**config.mk**
```make
export PLATFORM = sky130hd
export DESIGN_NAME = icu_top
export DESIGN_NICKNAME = d
export VERILOG_FILES = /design/src/pkg/icu_pkg.sv /design/src/verilog/icu_sync.sv /design/src/verilog/icu_edge_prescaler.sv /design/src/verilog/icu_top.sv
export SDC_FILE = /design/constraint.sdc
export NUM_CORES = 1
export LEC_CHECK = 0
export ABC_AREA = 1
export BUFFER_PORTS_ARGS = -buffer_cell sky130_fd_sc_hd__buf_2
export CORE_UTILIZATION = 30
export DETAILED_ROUTE_END_ITERATION = 16
export PLACE_DENSITY_LB_ADDON = 0.15
export SLEW_MARGIN = 5
export SYNTH_ARGS = -nofsm -noshare
export SYNTH_HDL_FRONTEND = slang
export SYNTH_SLANG_ARGS = --single-unit
```
**constraint.sdc**
```tcl
create_clock -name pclk -period 5 [get_ports pclk]
set_input_delay 0 -clock pclk [delete_from_list [all_inputs] [get_ports pclk]]
set_output_delay 0 -clock pclk [all_outputs]
set_load 0.02 [all_outputs]
```
**src/pkg/icu_pkg.sv**
```systemverilog
// shared constants for the input capture unit
package icu_pkg;
    // register byte offsets on apb
    localparam logic [11:0] ICU_OFF_CONTROL = 12'h000; // module_control
    localparam logic [11:0] ICU_OFF_CAP_LOW = 12'h004; // capture_value_low
    localparam logic [11:0] ICU_OFF_CAP_HIGH = 12'h008; // capture_value_high
    localparam logic [11:0] ICU_OFF_IRQ = 12'h00C; // flag and enable
    localparam logic [11:0] ICU_OFF_TIMER = 12'h010; // companion timer control
    localparam logic [11:0] ICU_OFF_PORT = 12'h014; // pin direction, latch, location
    // capture mode codes in module_control[3:0]
    localparam logic [3:0] ICU_MODE_OFF = 4'h0;
    localparam logic [3:0] ICU_MODE_FALL = 4'h4;
    localparam logic [3:0] ICU_MODE_RISE = 4'h5;
    localparam logic [3:0] ICU_MODE_RISE4 = 4'h6;
    localparam logic [3:0] ICU_MODE_RISE16 = 4'h7;
    // field positions
    localparam int ICU_MODE_LSB = 0;
    localparam int ICU_MODE_MSB = 3;
    localparam int ICU_IRQ_FLAG_BIT = 0;
    localparam int ICU_IRQ_EN_BIT = 1;
    localparam int ICU_TMR_ON_BIT = 0;
    localparam int ICU_TMR_EXT_BIT = 1;
    localparam int ICU_PORT_DIR_BIT = 0;
    localparam int ICU_PORT_LAT_BIT = 1;
    localparam int ICU_PORT_SEL_BIT = 2;
    // reset values
    localparam logic [7:0] ICU_CONTROL_RST = 8'h00;
    localparam logic [15:0] ICU_CAPTURE_RST = 16'h0000;
    localparam logic [2:0] ICU_PORT_RST = 3'h1;
    // prescale terminal counts (count of qualifying edges minus one)
    localparam logic [3:0] ICU_PS_DIV1 = 4'h0;
    localparam logic [3:0] ICU_PS_DIV4 = 4'h3;
    localparam logic [3:0] ICU_PS_DIV16 = 4'hF;
    localparam logic [31:0] ICU_READ_ZERO = 32'h00000000;
endpackage : icu_pkg

```
**src/verilog/icu_sync.sv**
```systemverilog
`timescale 1ns/1ps
`default_nettype none
// two-flop level synchroniser for the capture pin
module icu_sync (
    input wire logic pclk,
    input wire logic presetn,
    input wire logic clk_en,
    input wire logic din,
    output logic dout
);
    logic meta; // first stage, read only by the second
    // only dout may be observed downstream
    always_ff @(posedge pclk or negedge presetn) begin
        if (!presetn) begin
            meta <= 1'b0;
            dout <= 1'b0;
        end else if (clk_en) begin
            meta <= din;
            dout <= meta;
        end
    end
endmodule : icu_sync
`default_nettype wire

```
**src/verilog/icu_edge_prescaler.sv**
```systemverilog
`timescale 1ns/1ps
`default_nettype none
// edge selection and prescale counting
module icu_edge_prescaler
    import icu_pkg::*;
#(
    parameter int PS_WIDTH = 4
) (
    input wire logic pclk,
    input wire logic presetn,
    input wire logic clk_en,
    input wire logic pin_sync,
    input wire logic [3:0] mode,
    output logic capture_event
);
    logic pin_prev; // last synchronised level
    logic [PS_WIDTH-1:0] ps_count; // qualifying edges seen
    logic rise; // rising edge seen this cycle
    logic fall; // falling edge seen this cycle
    logic qualify; // edge matches mode
    logic [PS_WIDTH-1:0] terminal; // count at which capture fires
    logic capture_mode; // mode is one of the capture codes

    assign rise = pin_sync & ~pin_prev;
    assign fall = ~pin_sync & pin_prev;

    // decode mode into edge kind and terminal count
    always_comb begin
        capture_mode = 1'b1;
        qualify = 1'b0;
        terminal = PS_WIDTH'(ICU_PS_DIV1);
        unique case (mode)
            ICU_MODE_FALL: qualify = fall; // [RULE2]
            ICU_MODE_RISE: qualify = rise; // [RULE2]
            ICU_MODE_RISE4: begin
                qualify = rise; // [RULE2]
                terminal = PS_WIDTH'(ICU_PS_DIV4);
            end
            ICU_MODE_RISE16: begin
                qualify = rise; // [RULE2]
                terminal = PS_WIDTH'(ICU_PS_DIV16);
            end
            default: capture_mode = 1'b0; // off, compare or pwm codes
        endcase
    end

    // previous level tracks the pin even when off, so a mode change can
    // see an edge at once; that is the known false-capture hazard
    always_ff @(posedge pclk or negedge presetn) begin
        if (!presetn) begin
            pin_prev <= 1'b0;
        end else if (clk_en) begin
            pin_prev <= pin_sync;
        end
    end

    // prescale counter: cleared by reset and whenever not capturing,
    // kept across a change between prescale settings
    always_ff @(posedge pclk or negedge presetn) begin
        if (!presetn) begin
            ps_count <= '0; // [RULE11]
        end else if (clk_en) begin
            if (!capture_mode) begin
                ps_count <= '0; // [RULE10]
            end else if (qualify) begin
                if (ps_count >= terminal) begin
                    ps_count <= '0; // [RULE20]
                end else begin
                    ps_count <= ps_count + 1'b1;
                end
            end
        end
    end

    // fires on the edge that completes the count; a stale count above the
    // new terminal fires at once after a prescale switch [RULE12] [RULE8]
    assign capture_event = capture_mode & qualify & (ps_count >= terminal); // [RULE20]
endmodule : icu_edge_prescaler
`default_nettype wire

```
**src/verilog/icu_top.sv**
```systemverilog
// The APB register port and the placing of the registers were decided locally.
`timescale 1ns/1ps
`default_nettype none
// Function
// [RULE1] copy full timer count into capture pair
// [RULE2] mode picks falling, rising, 4th, 16th rise
// [RULE3] set flag on every capture
// [RULE4] software clears flag, hardware never does
// [RULE5] newer capture overwrites unread value
// [RULE6] output port writes can trigger capture
// [RULE7] timer must be synchronous for captures
// [RULE8] mode change may cause false capture
// [RULE9] software masks enable, clears flag after change
// [RULE10] prescaler cleared when off or not capturing
// [RULE11] any reset clears prescaler
// [RULE12] prescale switch keeps count, may false-capture
// [RULE13] software zeroes control before new prescale
// [RULE14] timer clock is instruction or external
// [RULE15] instruction-clocked timer holds count in sleep
// [RULE16] external-clocked capture keeps working in sleep
// [RULE17] software sets pin as input
// [RULE18] select bit moves capture pin location
// [RULE19] synchronise input, write both bytes together
// [RULE20] capture on completing edge, counter restarts
module icu_top
    import icu_pkg::*;
#(
    parameter int TIMER_WIDTH = 16,
    parameter int PS_WIDTH = 4
) (
    input wire logic pclk,
    input wire logic presetn,
    input wire logic clk_en,
    input wire logic psel,
    input wire logic penable,
    input wire logic pwrite,
    input wire logic [11:0] paddr,
    input wire logic [31:0] pwdata,
    input wire logic [3:0] pstrb,
    output logic [31:0] prdata,
    output logic pready,
    output logic pslverr,
    input wire logic capture_pin_a_in,
    output logic capture_pin_a_out,
    output logic capture_pin_a_oe,
    input wire logic capture_pin_b_in,
    output logic capture_pin_b_out,
    output logic capture_pin_b_oe,
    input wire logic ext_timer_tick,
    input wire logic sleep_mode,
    output logic capture_irq
);
    logic [7:0] module_control; // mode in low nibble
    logic [TIMER_WIDTH-1:0] capture_value; // high and low byte pair
    logic capture_irq_flag; // sticky capture flag
    logic capture_irq_enable; // flag gate onto irq
    logic timer_on; // companion timer run bit
    logic timer_ext; // 1 = external tick source
    logic [TIMER_WIDTH-1:0] timer_count; // companion timer
    logic pin_direction_bit; // 1 = pin is input
    logic pin_latch; // port output latch
    logic capture_pin_location_select; // 0 = pin a, 1 = pin b
    logic pin_raw; // selected pin level
    logic pin_sync; // synchronised level
    logic capture_event; // qualifying event, one cycle
    logic timer_tick; // timer advances this cycle
    logic wr_en; // apb write access phase
    logic addr_ok; // address is mapped
    logic flag_clear; // software clears flag
    logic [31:0] next_prdata; // read mux

    // both pads follow one latch; only the selected pad gets its enable
    // the pad reads back the driven latch when it is an output, so
    // writing the latch looks like an input edge [RULE6]
    always_comb begin
        capture_pin_a_out = pin_latch;
        capture_pin_b_out = pin_latch;
        capture_pin_a_oe = ~pin_direction_bit & ~capture_pin_location_select;
        capture_pin_b_oe = ~pin_direction_bit & capture_pin_location_select;
        if (capture_pin_location_select) begin
            pin_raw = pin_direction_bit ? capture_pin_b_in : pin_latch; // [RULE18] [RULE6]
        end else begin
            pin_raw = pin_direction_bit ? capture_pin_a_in : pin_latch; // [RULE18] [RULE6]
        end
    end

    // external pin is asynchronous to pclk
    icu_sync u_sync (
        .pclk(pclk),
        .presetn(presetn),
        .clk_en(clk_en),
        .din(pin_raw),
        .dout(pin_sync) // [RULE19]
    );

    // edge detector and prescaler
    icu_edge_prescaler #(
        .PS_WIDTH(PS_WIDTH)
    ) u_presc (
        .pclk(pclk),
        .presetn(presetn),
        .clk_en(clk_en),
        .pin_sync(pin_sync),
        .mode(module_control[ICU_MODE_MSB:ICU_MODE_LSB]),
        .capture_event(capture_event)
    );

    // apb: zero wait states, every access completes in its first access cycle
    assign pready = 1'b1;
    // a write lands at the access edge; the setup cycle only loads read data
    // clk_en low drops the write, yet pready stays high so no master hangs
    assign wr_en = psel & penable & pwrite;
    assign addr_ok = (paddr == ICU_OFF_CONTROL) || (paddr == ICU_OFF_CAP_LOW) ||
                     (paddr == ICU_OFF_CAP_HIGH) || (paddr == ICU_OFF_IRQ) ||
                     (paddr == ICU_OFF_TIMER) || (paddr == ICU_OFF_PORT);
    assign pslverr = psel & penable & ~addr_ok; // unmapped answers error
    assign flag_clear = wr_en && (paddr == ICU_OFF_IRQ) && pstrb[0] &&
                        !pwdata[ICU_IRQ_FLAG_BIT];

    // instruction-clocked timer stops in sleep, external keeps counting
    assign timer_tick = timer_on & (timer_ext ? ext_timer_tick : ~sleep_mode); // [RULE15] [RULE16]

    // module control register
    always_ff @(posedge pclk or negedge presetn) begin
        if (!presetn) begin
            module_control <= ICU_CONTROL_RST;
        end else if (clk_en) begin
            if (wr_en && paddr == ICU_OFF_CONTROL && pstrb[0]) begin
                module_control <= pwdata[7:0];
            end
        end
    end

    // companion timer, holds its count while not ticking
    always_ff @(posedge pclk or negedge presetn) begin
        if (!presetn) begin
            timer_count <= '0;
        end else if (clk_en) begin
            // a load wins over a tick, so software reads back what it wrote
            if (wr_en && paddr == ICU_OFF_TIMER && pstrb[2]) begin
                timer_count[7:0] <= pwdata[23:16];
                timer_count[TIMER_WIDTH-1:8] <= pwdata[31:24];
            end else if (timer_tick) begin
                timer_count <= timer_count + 1'b1; // [RULE15]
            end
        end
    end

    // timer control bits
    always_ff @(posedge pclk or negedge presetn) begin
        if (!presetn) begin
            timer_on <= 1'b0;
            timer_ext <= 1'b0;
        end else if (clk_en) begin
            if (wr_en && paddr == ICU_OFF_TIMER && pstrb[0]) begin
                timer_on <= pwdata[ICU_TMR_ON_BIT];
                timer_ext <= pwdata[ICU_TMR_EXT_BIT];
            end
        end
    end

    // capture pair: both bytes on one edge so the stored pair never mixes two captures; a capture
    // beats a software write in the same cycle
    always_ff @(posedge pclk or negedge presetn) begin
        if (!presetn) begin
            capture_value <= ICU_CAPTURE_RST;
        end else if (clk_en) begin
            // no guard for an unread value: the newest capture always lands
            if (capture_event) begin
                capture_value <= timer_count; // [RULE1] [RULE5] [RULE19]
            end else if (wr_en && pstrb[0]) begin
                if (paddr == ICU_OFF_CAP_LOW) begin
                    capture_value[7:0] <= pwdata[7:0];
                end
                if (paddr == ICU_OFF_CAP_HIGH) begin
                    capture_value[TIMER_WIDTH-1:8] <= pwdata[7:0];
                end
            end
        end
    end

    // sticky flag: set wins over a clear in the same cycle
    always_ff @(posedge pclk or negedge presetn) begin
        if (!presetn) begin
            capture_irq_flag <= 1'b0;
        end else if (clk_en) begin
            // hardware only ever sets; the one clear path is a software write
            if (capture_event) begin
                capture_irq_flag <= 1'b1; // [RULE3] [RULE8]
            end else if (flag_clear) begin
                capture_irq_flag <= 1'b0; // [RULE4]
            end
        end
    end

    // interrupt enable bit
    always_ff @(posedge pclk or negedge presetn) begin
        if (!presetn) begin
            capture_irq_enable <= 1'b0;
        end else if (clk_en) begin
            if (wr_en && paddr == ICU_OFF_IRQ && pstrb[0]) begin
                capture_irq_enable <= pwdata[ICU_IRQ_EN_BIT];
            end
        end
    end

    // port direction, latch and location select
    always_ff @(posedge pclk or negedge presetn) begin
        if (!presetn) begin
            pin_direction_bit <= ICU_PORT_RST[ICU_PORT_DIR_BIT];
            pin_latch <= ICU_PORT_RST[ICU_PORT_LAT_BIT];
            capture_pin_location_select <= ICU_PORT_RST[ICU_PORT_SEL_BIT];
        end else if (clk_en) begin
            if (wr_en && paddr == ICU_OFF_PORT && pstrb[0]) begin
                pin_direction_bit <= pwdata[ICU_PORT_DIR_BIT];
                pin_latch <= pwdata[ICU_PORT_LAT_BIT];
                capture_pin_location_select <= pwdata[ICU_PORT_SEL_BIT]; // [RULE18]
            end
        end
    end

    // interrupt output, registered
    // one cycle behind the flag, which keeps the output free of glitches
    always_ff @(posedge pclk or negedge presetn) begin
        if (!presetn) begin
            capture_irq <= 1'b0;
        end else if (clk_en) begin
            capture_irq <= capture_irq_flag & capture_irq_enable;
        end
    end

    // read mux, unused bits zero
    // the pair is not latched across two byte reads: a capture landing
    // between the low and the high read gives bytes of two captures
    always_comb begin
        next_prdata = ICU_READ_ZERO;
        unique case (paddr)
            ICU_OFF_CONTROL: next_prdata[7:0] = module_control;
            ICU_OFF_CAP_LOW: next_prdata[7:0] = capture_value[7:0];
            ICU_OFF_CAP_HIGH: next_prdata[7:0] = capture_value[TIMER_WIDTH-1:8];
            ICU_OFF_IRQ: begin
                next_prdata[ICU_IRQ_FLAG_BIT] = capture_irq_flag;
                next_prdata[ICU_IRQ_EN_BIT] = capture_irq_enable;
            end
            ICU_OFF_TIMER: begin
                next_prdata[ICU_TMR_ON_BIT] = timer_on;
                next_prdata[ICU_TMR_EXT_BIT] = timer_ext;
                next_prdata[31:16] = timer_count;
            end
            ICU_OFF_PORT: begin
                next_prdata[ICU_PORT_DIR_BIT] = pin_direction_bit;
                next_prdata[ICU_PORT_LAT_BIT] = pin_latch;
                next_prdata[ICU_PORT_SEL_BIT] = capture_pin_location_select;
            end
            default: next_prdata = ICU_READ_ZERO; // unmapped reads zero
        endcase
    end

    // read data registered in the setup cycle so it stands in access phase
    always_ff @(posedge pclk or negedge presetn) begin
        if (!presetn) begin
            prdata <= ICU_READ_ZERO;
        end else if (clk_en) begin
            if (psel && !penable && !pwrite) begin
                prdata <= next_prdata;
            end
        end
    end
endmodule : icu_top
`default_nettype wire

```
### After elaboration in Yosys (flattened, before gate mapping)

Index checks and enable logic that the tools add are counted.

* output and inout bits: 39
* word-level logic and storage cells: 108
* bits in registers: 79
* bits of input ports: 58

* $lt $le $gt $ge: 1
* reduce and logical (&&, ||, !) cells: 39
* bitwise operators: 17
* add/subtract/negate cells: 2
* mux-type cells: 22
* equal/unequal tests: 10

Operators with widths (number)
* 16-bit 2-to-1 mux: 5
* 12-bit by 4-bit equality test with 1-bit output, second input constant: 2
* 12-bit by 5-bit equality test with 1-bit output, second input constant: 2
* 16-bit by 1-bit adder with 16-bit output, second input constant: 1
* 4-bit by 3-bit equality test with 1-bit output, second input constant: 4
* 8-bit 2-to-1 mux: 2
* 2-bit AND reduction: 8
* 5-bit one-hot mux with 3 select lines: 1
* 1-bit logical AND: 13
* 12-bit by 3-bit equality test with 1-bit output, second input constant: 1
* 12-bit logical NOT: 1
* 4-bit 2-to-1 mux: 3
* 2-bit one-hot mux with 6 select lines: 1
* 1-bit AND: 11
* 2-bit nonzero test: 5
* 4-bit one-hot mux with 2 select lines: 1
* 1-bit 2-to-1 mux: 7
* 1-bit inverter: 6
* 3-bit AND reduction: 2
* 1-bit logical OR: 5
* 4-bit by 1-bit adder with 4-bit output, second input constant: 1
* 4-bit greater-or-equal comparator: 1
* 1-bit one-hot mux with 4 select lines: 1
* 4-bit OR reduction: 1
* 4 further kinds: 6

### Logic depth before layout (Yosys ltp)

Gate-level depths: netlist (run 1).

* depth in word-level cells: 8
* gate-level depth with buffers: 16
* depth with buffers taken out: 15

### Hierarchy

Synthesis (run 1) repeated with hierarchy kept, for this count alone.

* cells, all modules: 652
* area total of the unflattened synthesis: 4777.1 um^2

Modules (own cells, without submodules)
* icu_top: cells each 570, instances 1, sequential area each 1803.0 um^2, area each 4221.5 um^2
* icu_edge_prescaler: cells each 73, instances 1, sequential area each 125.1 um^2, area each 479.2 um^2
* icu_sync: cells each 9, instances 1, sequential area each 50.0 um^2, area each 76.3 um^2

### Worst setup path before layout (run 1)

No wires, ideal clock.

* kind: reg2reg
* from: register module_control[3]
* to: register capture_value[0]
* buffers on the path: 1
* setup slack: 2.951 ns
* data arrival time: 1.931 ns
* stages on the path, launching flop included: 14
* required time: 4.882 ns
* cells stage by stage: dfrtp_1 > nor2_2 > inv_1 > nor2_1 > inv_1 > ha_1 > inv_1 > o21bai_1 > nand2_1 > nand3_1 > nand3_4 > buf_2 > nand3_1 > nand2_1

* longest elaborated chain between the ends: 7
* elaborated cells on any way between the ends: 16
* those cells by class: 1 x order compare; 4 x eq/ne; 4 x mux; 2 x bitwise; 5 x reduce/logical

Ends and longest elaborated chain
* start, declared: line icu_top.sv:53 `logic [7:0] module_control;`
* start signal, assigned: line icu_top.sv:129 `module_control <= pwdata[7:0];`
* branches (longest 4 deep; another with 4-bit greater-or-equal comparator)
* 1-bit AND (*): line icu_edge_prescaler.sv:77 `assign capture_event = capture_mode & qualify & (ps_count >= terminal);`
* 2-bit nonzero test (no source line)
* 3-bit AND reduction (no source line)
* end signal, assigned: line icu_top.sv:170 `capture_value <= timer_count;`
* end signal, assigned: line icu_top.sv:173 `capture_value[7:0] <= pwdata[7:0];`
* end signal, assigned by index: line icu_top.sv:176 `capture_value[TIMER_WIDTH-1:8] <= pwdata[7:0];`
* end, declared: line icu_top.sv:54 `logic [TIMER_WIDTH-1:0] capture_value;`

Mark *: on every way between the ends.
A chain may end at the register's enable or synchronous reset.

### Worst setup path in the final report (run 1)

* from: register module_control[3]
* to: register capture_value[8]

The elaborated chain is that of the path after synthesis.

==> results.json, run 1 <==
{
  "htreeDepth": 3,
  "synthCells": 644,
  "rows": 45,
  "max_freq_mhz": 411,
  "finalSetupViolCount": 0,
  "cp.required_ns": 5.28,
  "vias": 4310,
  "utilization_pct": 37.3,
  "cp-end-kind": "flip-flop",
  "syn_area_mm2": 0.00466,
  "cellPowerDensity_mw_per_mm2": 263,
  "post-cts-setup-buffers": 0,
  "path_max_fanout": 19,
  "dieArea_mm2": 0.0160,
  "coreArea_mm2": 0.0152,
  "critPathKind": "reg2reg",
  "design_area_mm2": 0.00567,
  "worst_slack_ns": 2.57,
  "synth_common_cells": "nand2_1, dfrtp_1, inv_1",
  "drtIter0Drc": 259,
  "syn2layout_area_growth_pct": 21.8,
  "tns_ns": 0,
  "start_util_pct": 30.7,
  "p_clk_share_pct": 50.8,
  "route.detailed.drc": 0,
  "internal_power_uw": 1160,
  "dp_slack_ns": 2.55,
  "routed_wl_mm": 12.9,
  "cts_made_buffers": 9,
  "ys_types": 36,
  "whs_path_depth": 3,
  "cts_tree": "done",
  "numPortBuffers": 77,
  "antenna_found_initial": 0,
  "cts.clk_slew.worst_paths_ns": 0.06,
  "power_frac_seq_pct": 43.2,
  "gp_congestion": 0.811,
  "grt_pass1_vias": 4022,
  "worstPathArrival_ns": 2.71,
  "ant_nets": 0,
  "report.final.slew_viol_count": 0,
  "die_w_um": 127,
  "grt_usage_pct": 17.1,
  "skew_ns": 0.0101,
  "setup.worst_path.start_class": "flip-flop",
  "cts_root_buf": "clkbuf_16",
  "rsz0062_at_grt": "false",
  "diodes": 0,
  "syn_area_per_cell_um2": 7.24,
  "num_io_pins": 97,
  "ys_warn_count": 0,
  "synth.top_cell.area_share_pct": 41.9,
  "synth.most_common_cell": "nand2_1",
  "hold_violations": 0,
  "worst_pin_slew_ns": 1.03,
  "cap_viol_max_count": 0,
  "switching_share_pct": 22.2,
  "rr_worst_depth": 13,
  "die_h_um": 127,
  "maxSlewHeadroom_pct": 31.4,
  "post-route-min-period_ns": 2.43,
  "outcome": "finished, final reports clean",
  "nets": 798,
  "async_flop_share_pct": 100,
  "synth_edf_count": 0,
  "synth-seq-cells": 79,
  "grt_pass1_wl_mm": 21.0,
  "fin_crit_sh_pct": 48.6,
  "worstHoldPathType": "in2reg",
  "p_leak_uw": 0.00295,
  "p_comb_share_pct": 6.0,
  "clock_sinks": 79,
  "drt_first_pass_iters": 5,
  "ir_drop_mv": 0.128,
  "dpl_cell_area_mm2": 0.00513,
  "grt_max_degree": 80,
  "dpl.hpwl_mm": 9.53,
  "clk_path_buf_depth": 2,
  "yosysSeqAreaShare_pct": 42.5,
  "synthTopCellsByArea": "dfrtp_1, nand2_1, nand3_1, inv_1, nor2_1",
  "clk_latency_ns": 0.35,
  "power.switching_uw": 331,
  "yosysTopAreaCell": "dfrtp_1",
  "via_per_inst": 4.65,
  "ys.flop_type": "dfrtp_1",
  "wl_per_cell_um": 13.9,
  "num-fill-cells": 1620,
  "ctsResizeCount": 0,
  "grt-ovfl-total": 0,
  "layout-drive-gt1-share_pct": 15.9,
  "cts_hold_buf": 21
}
[final timing paths]
check                      slack, ns                   to               from
max in group asynchronous       3.96           prdata[20]            presetn
setup reg to reg                2.57     capture_value[8]  module_control[3]
setup / recovery                2.57     capture_value[8]  module_control[3]
hold / removal                 0.008    module_control[1]          pwdata[1]
hold reg to reg                 0.47            prdata[3]          prdata[3]
min in group asynchronous       0.36  u_presc.ps_count[0]            presetn
[layout make-up]
class | instances | area [um^2] | share of cell area (%)
clock inverters | 6 | 110 | 1.94
multi-input cells | 481 | 2270 | 40.0
well taps | 188 | 235 | 4.15
repair buffers | 100 | 613 | 10.8
clock buffers | 9 | 225 | 3.97
flip-flops and latches | 79 | 1980 | 34.9
inverters | 63 | 241 | 4.26
[registers in the layout, indices dropped and copies added, names as in the netlist]
name and flops:
capture_pin_a_out 1, u_sync.meta 1, timer_ext 1, capture_irq 1, capture_pin_location_select 1, u_presc.ps_count 4
pin_direction_bit 1, capture_irq_enable 1, timer_on 1, u_presc.pin_prev 1, prdata 24, timer_count 16
module_control 8, u_sync.dout 1, capture_value 16, capture_irq_flag 1
[per-layer routing]
metal | vias to the layer above | wire (um) | global-route usage [%]
met4 | 0 | 204 | 8.01
met5 | - | 0 | 0
met1 | 1986 | 6240 | 23.8
met2 | 94 | 5860 | 25.9
met3 | 15 | 555 | 2.66
li1 | 2215 | - | -
[cells by family after synthesis]
group	Yosys count	share of synthesized area, %
simple gates	385	35.7
buf+inv	91	9.40
flops	79	42.5
compound gates	72	8.97
xor+xnor	9	1.69
fa+ha+maj	6	1.61
other cells	2	0.161
[critical path, cell delays in order, from the launching register on]
cell and delay [ns]:
dfrtp_1 0.41, nor2_2 0.19, inv_1 0.12, nor2_1 0.16, inv_1 0.07, ha_1 0.29
inv_1 0.04, o21bai_1 0.11, nand2_1 0.06, nand3_1 0.22, nand3_4 0.29, nand2_2 0.26
nand2_1 0.08, nand2_1 0.06
[layout by cell type, fill, tap and decap left out, types with 2 or more instances in the layout]
cell,Yosys,routed
nand2_1,248,248
dfrtp_1,78,78
buf_2,7,76
inv_1,60,60
nand3_1,58,58
nor2_1,47,47
o21ai_0,25,25
o21ai_1,25,25
dlygate4sd3_1,0,21
o31ai_1,16,16
nand4_1,11,11
conb_1,2,9
clkbuf_16,0,9
xor2_1,8,8
nand2_2,7,7
ha_1,6,6
nor2_4,3,3
bufinv_16,0,3
buf_4,12,3
inv_2,2,2
nor3_1,2,2
nand4_2,2,2
nand2_4,2,2
a21oi_1,2,2
clkinvlp_4,0,2
[metrics by stage]
step | hold WS [ns] | instances | total power (uW)
after floorplan | -0.296 | 651 | 694
after global placement | 0.250 | 890 | 732
after detailed placement | 0.245 | 890 | 733
after CTS | 0.00275 | 926 | 1510
after global routing | 0.0368 | 926 | 1540
final | 0.00828 | 926 | 1490
[power by group through the flow]
stage          combinational (uW)  sequential, uW  clock [uW]
2_1_floorplan                39.1             655           0
3_3_place_gp                 77.4             655           0
3_5_place_dp                 78.0             655           0
4_1_cts                      91.1             643         777
5_1_grt                       101             643         798
6_report                     89.3             643         757
Power figures use the tool's default switching activity.
==> run 2, diff against run 1 <==
Clock period 5 ns to 2.47 ns, I/O delays scaled along.
==> run 2 against run 1 <==
  * Clock power increased by 77%
  * Sequential power increased by 100%
  * Hold slack improved by 0.0077 ns
  * Critical endpoint is now capture_value[0]
  * Sequential share of layout area decreased by 0.14 points
  * Utilization increased by 0.15 points
==> results.json, run 2 (synthesized netlist as in run 1, its figures left out) <==
{
  "grt_max_degree": 51,
  "met1_usage_pct": 24.2,
  "coreArea_mm2": 0.0152,
  "grt-ovfl-total": 0,
  "reg_top3": "prdata x24, capture_value x16, timer_count x16",
  "numPortBuffers": 77,
  "largest_reg_flops": 24,
  "largest_register": "prdata",
  "met3_usage_pct": 2.66,
  "post-route-min-period_ns": 2.17,
  "num_io_pins": 97,
  "fin_crit_sh_pct": 87.9,
  "fin_total_pwr_uw": 2830,
  "endpoint": "capture_value[0]",
  "via_per_inst": 4.67,
  "grt_usage_pct": 17.6,
  "tns_ns": 0,
  "report.final.slew_viol_count": 0,
  "cp.required_ns": 2.76,
  "dieArea_mm2": 0.0160,
  "grt_pass1_vias": 4136,
  "die_h_um": 127,
  "skew_ns": 0.00675,
  "cts_tree": "done",
  "final_cell_mix": "nand2_1, dfrtp_1, buf_2",
  "drt_first_pass_iters": 5,
  "setup.worst_path.start_class": "flip-flop",
  "cts_made_buffers": 9,
  "worst_pin_slew_ns": 0.696,
  "cts_root_buf": "clkbuf_16",
  "nets": 806,
  "final_common_cell": "nand2_1",
  "path_max_fanout": 12,
  "crit_start": "module_control[3]",
  "cp-end-kind": "flip-flop",
  "route.detailed.drc": 0,
  "clk_path_buf_depth": 2,
  "syn2layout_area_growth_pct": 22.2,
  "maxSlewHeadroom_pct": 53.6,
  "hold_violations": 0,
  "dpl.hpwl_mm": 9.91,
  "gr-usage-met2_pct": 27.6,
  "gp_congestion": 0.839,
  "layout-drive-gt1-share_pct": 16.6,
  "utilization_pct": 37.5,
  "drtIter0Drc": 234,
  "cts.clk_slew.worst_paths_ns": 0.06,
  "ant_nets": 0,
  "cap_viol_max_count": 0,
  "rows": 45,
  "grt-busiest-layer": "met2",
  "antenna_found_initial": 0,
  "rsz0062_at_grt": "false",
  "r2r-end": "capture_value[0]",
  "p_leak_uw": 0.00297,
  "rr_worst_depth": 13,
  "cellPowerDensity_mw_per_mm2": 497,
  "max_freq_mhz": 461,
  "start_util_pct": 30.7,
  "clock_sinks": 79,
  "ir_drop_mv": 0.286,
  "r2r_start": "module_control[3]",
  "wl_per_cell_um": 14.2,
  "outcome": "finished, final reports clean",
  "clk_latency_ns": 0.35,
  "grt_pass1_wl_mm": 21.6,
  "htreeDepth": 3,
  "routed_wl_mm": 13.3,
  "diodes": 0,
  "worstHoldPathType": "in2reg",
  "worstPathArrival_ns": 2.46,
  "die_w_um": 127,
  "critPathKind": "reg2reg",
  "ff2ff_setup_slack_ns": 0.30,
  "finalSetupViolCount": 0,
  "vias": 4367,
  "post-cts-setup-buffers": 0
}
-- run 2: cell types whose count changed in the layout (fill, tap and decap cells not counted), sizes merged --
cell         delta
dlygate4sd3     +1
nand2           +1
clkinv          +2
clkinvlp        -2
buf             +6
clkbuf          +3
bufinv          -2
-- run 2: how the worst min path moves through the flow --
stage	start	to	cells after the start
global route	pwdata[1]	module_control[1]	3
detailed placement	presetn	u_presc.ps_count[0]	1
finish	pwdata[1]	module_control[1]	3
CTS	pwdata[1]	module_control[1]	3
global placement	presetn	u_presc.ps_count[0]	1
floorplan	presetn	capture_irq	0
-- run 2: cell type report --
type,count,area (um^2)
sequential,79,1980
timing repair buffer,107,668
clock buffer,12,246
fill,1645,9510
inverter,63,241
tap,188,235
clock inverter,4,45.0
multi-input combinational,482,2280
-- run 2: metrics by stage --
stage	instance area [um^2]	setup WS, ns	hold WS, ns	instances
final	5700	0.299	0.0160	935
after global routing	5700	0.0593	0.0445	935
after CTS	5680	0.199	0.0168	934
after detailed placement	5170	0.213	0.0894	896
after global placement	5170	0.262	0.0800	896
after floorplan	4690	0.421	-0.296	651
-- run 2: what timing repair did --
action                                 4_1_cts  5_1_grt
endpoints found under the hold margin       72        0
setup endpoints to repair                    0       14
resized for setup                            0        1
hold buffers                                22        0
-- run 2: routing by layer --
layer,wire length (um),share of wire [%]
met5,0,0
met4,197,1.5
met3,440,3.3
met2,6030,45
met1,6600,50
-- run 2: worst max-delay path, stage by stage, from the launching register on --
cell and delay (ns):
dfrtp_1 0.41, nor2_2 0.13, inv_1 0.09, nor2_1 0.15
inv_1 0.06, ha_1 0.30, inv_1 0.04, o21bai_1 0.11
nand2_1 0.08, nand3_2 0.19, nand2_2 0.20, o21ai_0 0.21
nand2_1 0.07, nand2_1 0.06
-- run 2: report_power, final --
group | leakage [uW] | switching, uW | internal (uW) | total [uW]
combinational | 0.00173 | 115 | 70.4 | 186
sequential | 0.00110 | 2.82 | 1300 | 1300
clock | 0.000146 | 538 | 806 | 1340
==> run 3, diff against run 2 <==
Settings changed: CORE_ASPECT_RATIO from default to 1.75.
==> run 3 against run 2 <==
  * Setup slack worse by 0.042 ns
  * Utilization about the same
  * Maximum frequency down 1.9%
  * Clock-buffer cell count down 1
  * Cell count down 1.6%
  * Clock skew down 0.00074 ns
  * Power down 0.49%
  * Sequential share of layout area up 0.50 points
  * Hold slack worse by 0.012 ns
  * Critical endpoint is now capture_value[1]
  * Via count down 0.48%
==> results.json, run 3 (synthesized netlist as in run 1, its figures left out) <==
{
  "critPathKind": "reg2reg",
  "layout-drive-gt1-share_pct": 16.4,
  "ant_nets": 0,
  "skew_ns": 0.00601,
  "diodes": 0,
  "setup.worst_path.start_class": "flip-flop",
  "hold_violations": 0,
  "htreeDepth": 3,
  "outcome": "finished, final reports clean",
  "route.detailed.drc": 0,
  "grt_usage_pct": 17.5,
  "reg_top3": "prdata x24, capture_value x16, timer_count x16",
  "routed_wl_mm": 13.2,
  "path_max_fanout": 24,
  "cts.clk_slew.worst_paths_ns": 0.06,
  "max_freq_mhz": 452,
  "drt_first_pass_iters": 5,
  "die_h_um": 167,
  "cts_tree": "done",
  "dpl_cell_area_mm2": 0.00516,
  "dieArea_mm2": 0.0161,
  "report.final.slew_viol_count": 0,
  "utilization_pct": 37.5,
  "ir_drop_mv": 0.326,
  "dpl.hpwl_mm": 10.1,
  "tns_ns": 0,
  "grt_max_degree": 80,
  "final_common_cell": "nand2_1",
  "grt-ovfl-total": 0,
  "rows": 59,
  "largest_reg_flops": 24,
  "start_util_pct": 31.1,
  "syn2layout_area_growth_pct": 20.5,
  "antenna_found_initial": 0,
  "nets": 796,
  "worstHoldPathType": "in2reg",
  "num_io_pins": 97,
  "vias": 4346,
  "gp_congestion": 0.888,
  "clock_sinks": 79,
  "cp-end-kind": "flip-flop",
  "coreArea_mm2": 0.0150,
  "via_per_inst": 4.72,
  "cts_made_buffers": 9,
  "numPortBuffers": 77,
  "cap_viol_max_count": 0,
  "p_leak_uw": 0.00293,
  "drtIter0Drc": 244,
  "post-route-min-period_ns": 2.21,
  "cp.required_ns": 2.70,
  "finalSetupViolCount": 0,
  "rsz0062_at_grt": "false",
  "worstPathArrival_ns": 2.44,
  "largest_register": "prdata",
  "grt_pass1_vias": 4276,
  "maxSlewHeadroom_pct": 29.3,
  "design_area_mm2": 0.00561,
  "grt_pass1_wl_mm": 21.2,
  "worst_pin_slew_ns": 1.06,
  "cellPowerDensity_mw_per_mm2": 502,
  "fin_crit_sh_pct": 89.6,
  "wl_per_cell_um": 14.4,
  "clk_latency_ns": 0.34,
  "die_w_um": 96.2,
  "cts_root_buf": "clkbuf_16",
  "final_cell_mix": "nand2_1, dfrtp_1, buf_2",
  "clk_path_buf_depth": 2
}
==> run 3: repair_timing <==
| item | 4_1_cts | 5_1_grt |
|---|---|---|
| resized for setup | 0 | 0 |
| endpoints found under the hold margin | 92 | 0 |
| hold buffers | 15 | 0 |
| buffers inserted | 0 | 0 |
==> run 3: per-layer routing <==
metal  GRT usage, %  part of all wire (%)  vias up
met2           33.0                    56       81
met5              0                     0        -
met3           3.20                   2.6       13
li1               -                     -     2218
met4           5.71                   1.6        0
met1           18.7                    40     2034
==> run 3: layout make-up <==
type	count	area, um^2
fill	1607	9370
tap	183	229
clock inverter	5	57.6
clock buffer	11	243
sequential	79	1980
timing repair buffer	98	596
inverter	63	241
multi-input combinational	481	2270
==> run 3: worst paths after layout <==
check                           slack (ns)                end  cells after the start         startpoint
worst max-delay path                  0.26   capture_value[1]                     14  module_control[3]
worst min-delay path                 0.004     timer_count[3]                      5         pwdata[19]
worst max register to register        0.26   capture_value[1]                     14  module_control[3]
worst min register to register        0.47  module_control[7]                      2  module_control[7]
max in group asynchronous             1.39  module_control[6]                      2            presetn
min in group asynchronous             0.39        u_sync.meta                      2            presetn
==> run 3: stage by stage <==
stage                     hold slack [ns]  instances  worst slack (ns)  total power [uW]
after floorplan                    -0.296        651             0.421              1400
after global placement              0.241        889             0.286              1480
after detailed placement            0.253        889             0.255              1490
after CTS                         0.00291        920             0.240              2860
after global routing               0.0333        920            0.0251              2940
final                             0.00375        920             0.256              2820
==> run 3: power breakdown <==
part	switching, uW	internal (uW)	leakage [uW]
Clock	533	809	0.000138
Sequential	2.84	1300	0.00110
Combinational	113	61.1	0.00170
==> run 3: worst max-delay path, stage by stage (launching register included) <==
cell and delay (ns):
dfrtp_1 0.41, nor2_2 0.13, inv_1 0.06, nor2_1 0.13
inv_1 0.06, ha_1 0.29, inv_1 0.04, o21bai_1 0.11
nand2_1 0.06, nand3_1 0.24, nand2_4 0.22, nand2_1 0.15
o21ai_0 0.09, nand2_1 0.06, nand2_1 0.05
